### config.mk
export PLATFORM = sky130hd
export DESIGN_NAME = umcls_top
export DESIGN_NICKNAME = d
export VERILOG_FILES = /design/src/design/umcls_pkg.sv /design/src/design/umcls_top.sv
export SDC_FILE = /design/constraint.sdc
export NUM_CORES = 1
export LEC_CHECK = 0
export ABC_AREA = 1
export BUFFER_PORTS_ARGS = -buffer_cell sky130_fd_sc_hd__buf_4
export CAP_MARGIN = 5
export CELL_PAD_IN_SITES_DETAIL_PLACEMENT = 1
export CELL_PAD_IN_SITES_GLOBAL_PLACEMENT = 2
export CORE_MARGIN = 2
export CORE_UTILIZATION = 18
export DETAILED_ROUTE_END_ITERATION = 6
export PLACE_DENSITY_LB_ADDON = 0.1
export SYNTH_ARGS = -nofsm -noshare
export SYNTH_HDL_FRONTEND = slang
export SYNTH_SLANG_ARGS = --single-unit
### constraint.sdc
create_clock -name clock -period 1.2 [get_ports clock]
set_input_delay 0.12 -clock clock [delete_from_list [all_inputs] [get_ports clock]]
set_output_delay 0.12 -clock clock [all_outputs]
set_load 0.03 [all_outputs]
### src/design/umcls_pkg.sv
package umcls_pkg;
    // Register indices; the byte address is four times the index.
    localparam logic [5:0] UMCLS_IDX_LINE_CTL  = 6'h03;
    localparam logic [5:0] UMCLS_IDX_MODEM_CTL = 6'h04;
    localparam logic [5:0] UMCLS_IDX_LINE_STAT = 6'h05;
    localparam logic [7:0] UMCLS_OFF_MODEM_CTL = {UMCLS_IDX_MODEM_CTL, 2'b00};
    localparam logic [7:0] UMCLS_OFF_LINE_STAT = {UMCLS_IDX_LINE_STAT, 2'b00};
    localparam logic [7:0] UMCLS_OFF_LINE_CTL  = {UMCLS_IDX_LINE_CTL, 2'b00};
    localparam int UMCLS_MC_DTR   = 0;
    localparam int UMCLS_MC_RTS   = 1;
    localparam int UMCLS_MC_AUX1  = 2;
    localparam int UMCLS_MC_AUX2  = 3;
    localparam int UMCLS_MC_LOOP  = 4;
    localparam int UMCLS_MC_AUTO_FLOW = 5;
    localparam int UMCLS_MC_HALF  = 7;
    localparam int UMCLS_LC_BREAK = 6;
    localparam logic [7:0] UMCLS_MC_WMASK = 8'hBF;
    localparam logic [7:0] UMCLS_RST_MODEM_CTL = 8'h00;
    localparam logic [7:0] UMCLS_RST_LINE_CTL  = 8'h00;
    localparam int UMCLS_LS_RXAV  = 0;
    localparam int UMCLS_LS_OVR   = 1;
    localparam int UMCLS_LS_PAR   = 2;
    localparam int UMCLS_LS_FRM   = 3;
    localparam int UMCLS_LS_BRK   = 4;
    localparam int UMCLS_LS_THRE  = 5;
    localparam int UMCLS_LS_TEMT  = 6;
    localparam int UMCLS_LS_FERR  = 7;
endpackage

### src/design/umcls_top.sv
// The APB interface to the registers was chosen for this implementation.
`timescale 1ns/1ns
`default_nettype none
module umcls_top
(
    input  wire logic        clock,
    input  wire logic        rst_n,
    input  wire logic        psel,
    input  wire logic        penable,
    input  wire logic        pwrite,
    input  wire logic [7:0]  paddr,
    input  wire logic [31:0] pwdata,
    output logic      [31:0] prdata,
    output logic             pready,
    output logic             pslverr,
    input  wire logic        core_txd,
    output logic             txd,
    input  wire logic        rxd,
    output logic             core_rxd,
    input  wire logic        cts_n,
    input  wire logic        dsr_n,
    input  wire logic        ri_n,
    input  wire logic        dcd_n,
    output logic             dtr_n,
    output logic             rts_n,
    output logic             msr_cts,
    output logic             msr_dsr,
    output logic             msr_ri,
    output logic             msr_dcd,
    input  wire logic        rx_fifo_level_nz,
    input  wire logic        rx_room_low,
    output logic             tx_allowed,
    output logic             diag_mode,
    output logic             half_stop,
    input  wire logic        ev_overrun,
    input  wire logic        ev_parity,
    input  wire logic        ev_framing,
    input  wire logic        ev_break,
    input  wire logic        fifo_has_error,
    input  wire logic        thr_empty,
    input  wire logic        tsr_empty
);
    import umcls_pkg::*;

    logic [7:0] modem_control_reg_ff;
    logic [7:0] line_control_ff;
    logic [3:0] err_ff;
    logic [7:0] line_status;
    logic       rd_access;
    logic       wr_access;
    logic       hit_mc;
    logic       hit_ls;
    logic       hit_lc;
    logic       loopback;
    logic       auto_flow_enable;
    logic       auto_rts;
    logic       auto_cts;
    logic [7:0] nxt_prdata;

    // Zero wait state slave: every access completes in its first access cycle.
    assign pready    = 1'b1;
    assign hit_mc    = (paddr == UMCLS_OFF_MODEM_CTL);
    assign hit_ls    = (paddr == UMCLS_OFF_LINE_STAT);
    assign hit_lc    = (paddr == UMCLS_OFF_LINE_CTL);
    assign wr_access = psel & penable & pwrite;
    assign rd_access = psel & penable & ~pwrite;
    // Writes to the read-only status word and unmapped addresses are errors.
    assign pslverr   = psel & penable & ~(hit_mc | hit_lc | (hit_ls & ~pwrite));

    always_ff @(posedge clock)
    begin
        if (!rst_n)
        begin
            modem_control_reg_ff <= UMCLS_RST_MODEM_CTL;
        end
        else if (wr_access && hit_mc)
        begin
            modem_control_reg_ff <= pwdata[7:0] & UMCLS_MC_WMASK;
        end
    end

    always_ff @(posedge clock)
    begin
        if (!rst_n)
        begin
            line_control_ff <= UMCLS_RST_LINE_CTL;
        end
        else if (wr_access && hit_lc)
        begin
            line_control_ff <= pwdata[7:0];
        end
    end

    assign loopback         = modem_control_reg_ff[UMCLS_MC_LOOP];
    assign auto_flow_enable = modem_control_reg_ff[UMCLS_MC_AUTO_FLOW];
    assign auto_rts  = auto_flow_enable & modem_control_reg_ff[UMCLS_MC_RTS];
    assign auto_cts  = auto_flow_enable;
    assign diag_mode = ~auto_flow_enable;
    assign half_stop = modem_control_reg_ff[UMCLS_MC_HALF];

    assign dtr_n = ~modem_control_reg_ff[UMCLS_MC_DTR];
    // Auto RTS asserts RTS while the receive FIFO still has room.
    assign rts_n = auto_rts ? rx_room_low
                            : ~modem_control_reg_ff[UMCLS_MC_RTS];

    // Break wins over data; loopback wins over break so the line stays idle.
    assign txd = loopback ? 1'b1
               : line_control_ff[UMCLS_LC_BREAK] ? 1'b0
               : core_txd;
    // Diagnostic mode also returns transmitted data to the receiver.
    assign core_rxd = (loopback | diag_mode) ? core_txd : rxd;

    assign msr_cts = loopback ? modem_control_reg_ff[UMCLS_MC_RTS]
                              : ~cts_n;
    assign msr_dsr = loopback ? modem_control_reg_ff[UMCLS_MC_DTR]
                              : ~dsr_n;
    assign msr_ri  = loopback ? modem_control_reg_ff[UMCLS_MC_AUX1]
                              : ~ri_n;
    assign msr_dcd = loopback ? modem_control_reg_ff[UMCLS_MC_AUX2]
                              : ~dcd_n;

    // Auto CTS holds transmission off while the partner deasserts CTS.
    assign tx_allowed = ~auto_cts | msr_cts;

    // Error flags are sticky and clear on a line status read; set wins.
    always_ff @(posedge clock)
    begin
        if (!rst_n)
        begin
            err_ff <= 4'h0;
        end
        else
        begin
            err_ff <= (err_ff & {4{~(rd_access & hit_ls)}})
                    | {ev_break, ev_framing, ev_parity, ev_overrun};
        end
    end

    always_comb
    begin
        line_status                = 8'h00;
        line_status[UMCLS_LS_RXAV] = rx_fifo_level_nz;
        line_status[UMCLS_LS_OVR]  = err_ff[0];
        line_status[UMCLS_LS_PAR]  = err_ff[1];
        line_status[UMCLS_LS_FRM]  = err_ff[2];
        line_status[UMCLS_LS_BRK]  = err_ff[3];
        line_status[UMCLS_LS_THRE] = thr_empty;
        line_status[UMCLS_LS_TEMT] = tsr_empty;
        line_status[UMCLS_LS_FERR] = fifo_has_error;
    end

    always_comb
    begin
        nxt_prdata = 8'h00;
        if (hit_mc)
        begin
            nxt_prdata = modem_control_reg_ff;
        end
        else if (hit_ls)
        begin
            nxt_prdata = line_status;
        end
        else if (hit_lc)
        begin
            nxt_prdata = line_control_ff;
        end
    end
    assign prdata = {24'h000000, nxt_prdata};
endmodule
`default_nettype wire

==> impl_metrics.toml <==
[run_status]
status = "finished, violations left"
failed_checks = "setup timing"

[drt]
wirelength_um = 4510
met3_length_um = 237
route.top_layer_used = "met4"
firstDrtPassIters = 3
average_detailed_routed_wire_length_per_instance_um = 11.4
remaining_drc_errors = 0
vias_per_cell = 3.80
met2_wl_post_dr_um = 2240
ant_nets = 0
dr_total_vias = 1505
route.layer.met1.wl_um = 2000
drt-initial-drc-count = 33

[cells_and_area]
layout.area.seq_um2 = 387
multi_input_comb_area_um2 = 881
post_layout_nonfiller_instances = 396
most-common-layout-cells = "sky130_fd_sc_hd__buf_4 (60), sky130_fd_sc_hd__nand2_1 (43), sky130_fd_sc_hd__conb_1 (25)"
postLayoutCoreUtil = 0.312
antenna_cells = 0
synthToLayoutAreaGrowth_pct = 66.3
final_net_count = 358
final_common_cell = "sky130_fd_sc_hd__buf_4"
final_layout_size_suffix_gt1_frac = 0.434
count_of_fill_cells_added_during_filler_insertion = 907

[clock_network]
tritoncts = "built"
cts_num_sinks = 19
clk_latency_ns = 0.26
cts_buffers = 3
max-clock-path-buffers = 2
h-tree-depth = 1
worst_setup_hold_path_clk_slew_ns = 0.08
ctsRootBufferMaster = "sky130_fd_sc_hd__clkbuf_8"
ctsHoldBuffers = 0

[floorplan]
die_width_um = 91.4
initial_util = 0.188
floorplan.io_pins = 105
die_height_um = 91.4
floorplan.core_area_mm2 = 0.00733
row_count = 31
die_area_mm2 = 0.00836

[worst_setup_path]
critPathCaptureType = "output port"
critical_path_class = "reg -> out"
start_kind = "flop"
timing.critical_path.cells = "nand2_2 -> o21ai_2 -> or2_4 -> buf_6"
timing.critical_path.depth = 4
critical_path.max_stage_delay_ns = 0.38
critPathRequiredTime_ns = 1.08
critical_path.top_delay_family = "flip-flops"
cp_max_delay_cell = "sky130_fd_sc_hd__dfxtp_4"
setup.reg_to_reg.worst_slack_ns = 0.41
reg2reg_from = "modem_control_reg_ff[4]"
rr_endpoint = "modem_control_reg_ff[4]"
rr_worst_depth = 3
cp.buffers_inverters = 1
worst_ep_arrival_time_ns = 1.11
crit_path_max_fanout = 7

[yosys]
synth-edff-count = 0
synth.lib_cells_used.distinct = 19
yosys_warnings = 0
post_synth.cell_area_avg_um2 = 6.17
synth-async-reset-ratio = 0
postSynthCellCount = 223
ys_seq_elements = 19
synth_ff_type = "sky130_fd_sc_hd__dfxtp_1"
netlist_area_before_placement_mm2 = 0.00138
sequential_fraction_of_the_synthesis_area = 0.276

[placed_design]
placedCellCount = 383
post-place-ws_ns = -0.0748
finalWeightedCongestion = 0.660
dp.final_hpwl_um = 3370
placement.io_buffers = 55

[global_route]
grt_first_pass_wirelength_um = 7150
grt_overflow_total = 0
antenna_violations_before_repair = 0
first_global_vias = 1477
grt_start_max_net_pins = 31
groute.usage.overall = 0.107

[power_and_ir_drop]
ir_drop_mv = 0.343
combinationalPowerShare = 0.263
seqPwrFrac = 0.426
cellInternalPower_mw = 1.02
total_switching_power_uw = 487
power_per_cell_area_mw_per_mm2 = 659
netSwitchingFraction = 0.323
total_leakage_power_nw = 1.19
clock_power_share = 0.311
total_power_of_the_final_layout_mw = 1.51

[timing]
setup_slack_ns = -0.0291
final_max_slew_viol_count = 0
rsz0062_at_grt = "true"
fmax_mhz = 814
final_critical_delay_including_setup_and_external_delays_ns = 1.23
final_min_period_over_clock_period = 1.02
final_count_of_hold_timing_violations = 0
worst_clock_skew_ns = 0
report.final.setup_viol = 3

[job]
drv.max_cap_violation_count = 0

[hold_path]
hold_path_startpoint = "ev_framing"
min-delay-path-class = "in -> reg"
hold-path-cell-count = 3
worstHoldEndpoint = "err_ff[2]"
==> Yosys cell counts, types with 2 or more instances <==
master | n | area (um2)
sky130_fd_sc_hd__nand2_1 | 55 | 206
sky130_fd_sc_hd__inv_1 | 26 | 97.6
sky130_fd_sc_hd__nand3_1 | 26 | 130
sky130_fd_sc_hd__buf_4 | 25 | 188
sky130_fd_sc_hd__nor2_1 | 25 | 93.8
sky130_fd_sc_hd__a21oi_1 | 21 | 105
sky130_fd_sc_hd__dfxtp_1 | 19 | 380
sky130_fd_sc_hd__buf_2 | 5 | 25.0
sky130_fd_sc_hd__o21ai_0 | 5 | 25.0
sky130_fd_sc_hd__nor2_4 | 4 | 45.0
sky130_fd_sc_hd__buf_6 | 3 | 33.8
sky130_fd_sc_hd__conb_1 | 2 | 7.51
==> sequential cells by signal, indices dropped and copies added, names as in the netlist <==
register	flops
line_control_ff	8
modem_control_reg_ff	7
err_ff	4
==> worst max-delay path by stage <==
stage	start	slack (ns)	to
2_1_floorplan	modem_control_reg_ff[4]	-0.06	msr_dcd
3_3_place_gp	paddr[3]	-0.06	prdata[2]
3_5_place_dp	paddr[5]	-0.07	prdata[1]
4_1_cts	modem_control_reg_ff[4]	-0.05	tx_allowed
5_1_grt	modem_control_reg_ff[4]	-0.1	tx_allowed
6_report	modem_control_reg_ff[4]	-0.03	tx_allowed
==> repair_timing <==
item                       CTS  global route
pin swaps                   14             5
cloned                       1             0
resized for setup           45            22
setup buffers                7             1
setup endpoints to repair   16            18
==> through the flow <==
stage | hold slack (ns) | setup TNS, ns | cell area (um2)
after global routing | 0.0980 | -0.536 | 2290
after CTS | 0.0930 | -0.135 | 2190
final | 0.102 | -0.0571 | 2290
after floorplan | 0.254 | -0.249 | 1470
after global placement | 0.375 | -0.538 | 1920
after detailed placement | 0.380 | -0.583 | 1920
==> tightest hold or removal path, cell delays in order <==
cell and delay (ns):
sky130_fd_sc_hd__buf_4 0.11, sky130_fd_sc_hd__inv_1 0.04, sky130_fd_sc_hd__a21oi_1 0.05
==> layout make-up <==
cell class,instances,share of cell area
Tap cell,99,0.0541
Timing Repair Buffer,81,0.324
Clock buffer,3,0.0180
Multi-Input combinational cell,166,0.385
Sequential cell,19,0.169
Clock inverter,1,0.00219
Inverter,27,0.0476
==> power by group through the flow <==
stage          logic [mW]  registers [mW]  clock network [mW]
2_1_floorplan       0.275           0.658                   0
3_3_place_gp        0.357           0.660                   0
5_1_grt             0.430           0.645               0.535
3_5_place_dp        0.360           0.660                   0
6_report            0.396           0.642               0.469
4_1_cts             0.382           0.643               0.494
==> logic make-up (layout without fill, tap and decap cells) <==
logic type | count (synthesis) | after routing | synth area share
other | 2 | 25 | 0.00546
buffers and inverters | 61 | 112 | 0.255
AND/OR/NAND/NOR | 114 | 114 | 0.365
AO/OA/AOI/OAI | 27 | 27 | 0.0982
flip-flops | 19 | 19 | 0.276
==> layer usage <==
metal	vias up	track usage
met4	0	0.0303
met2	46	0.184
met1	668	0.137
met5	-	0
li1	789	-
met3	2	0.0191
Power figures use the tool's default switching activity.
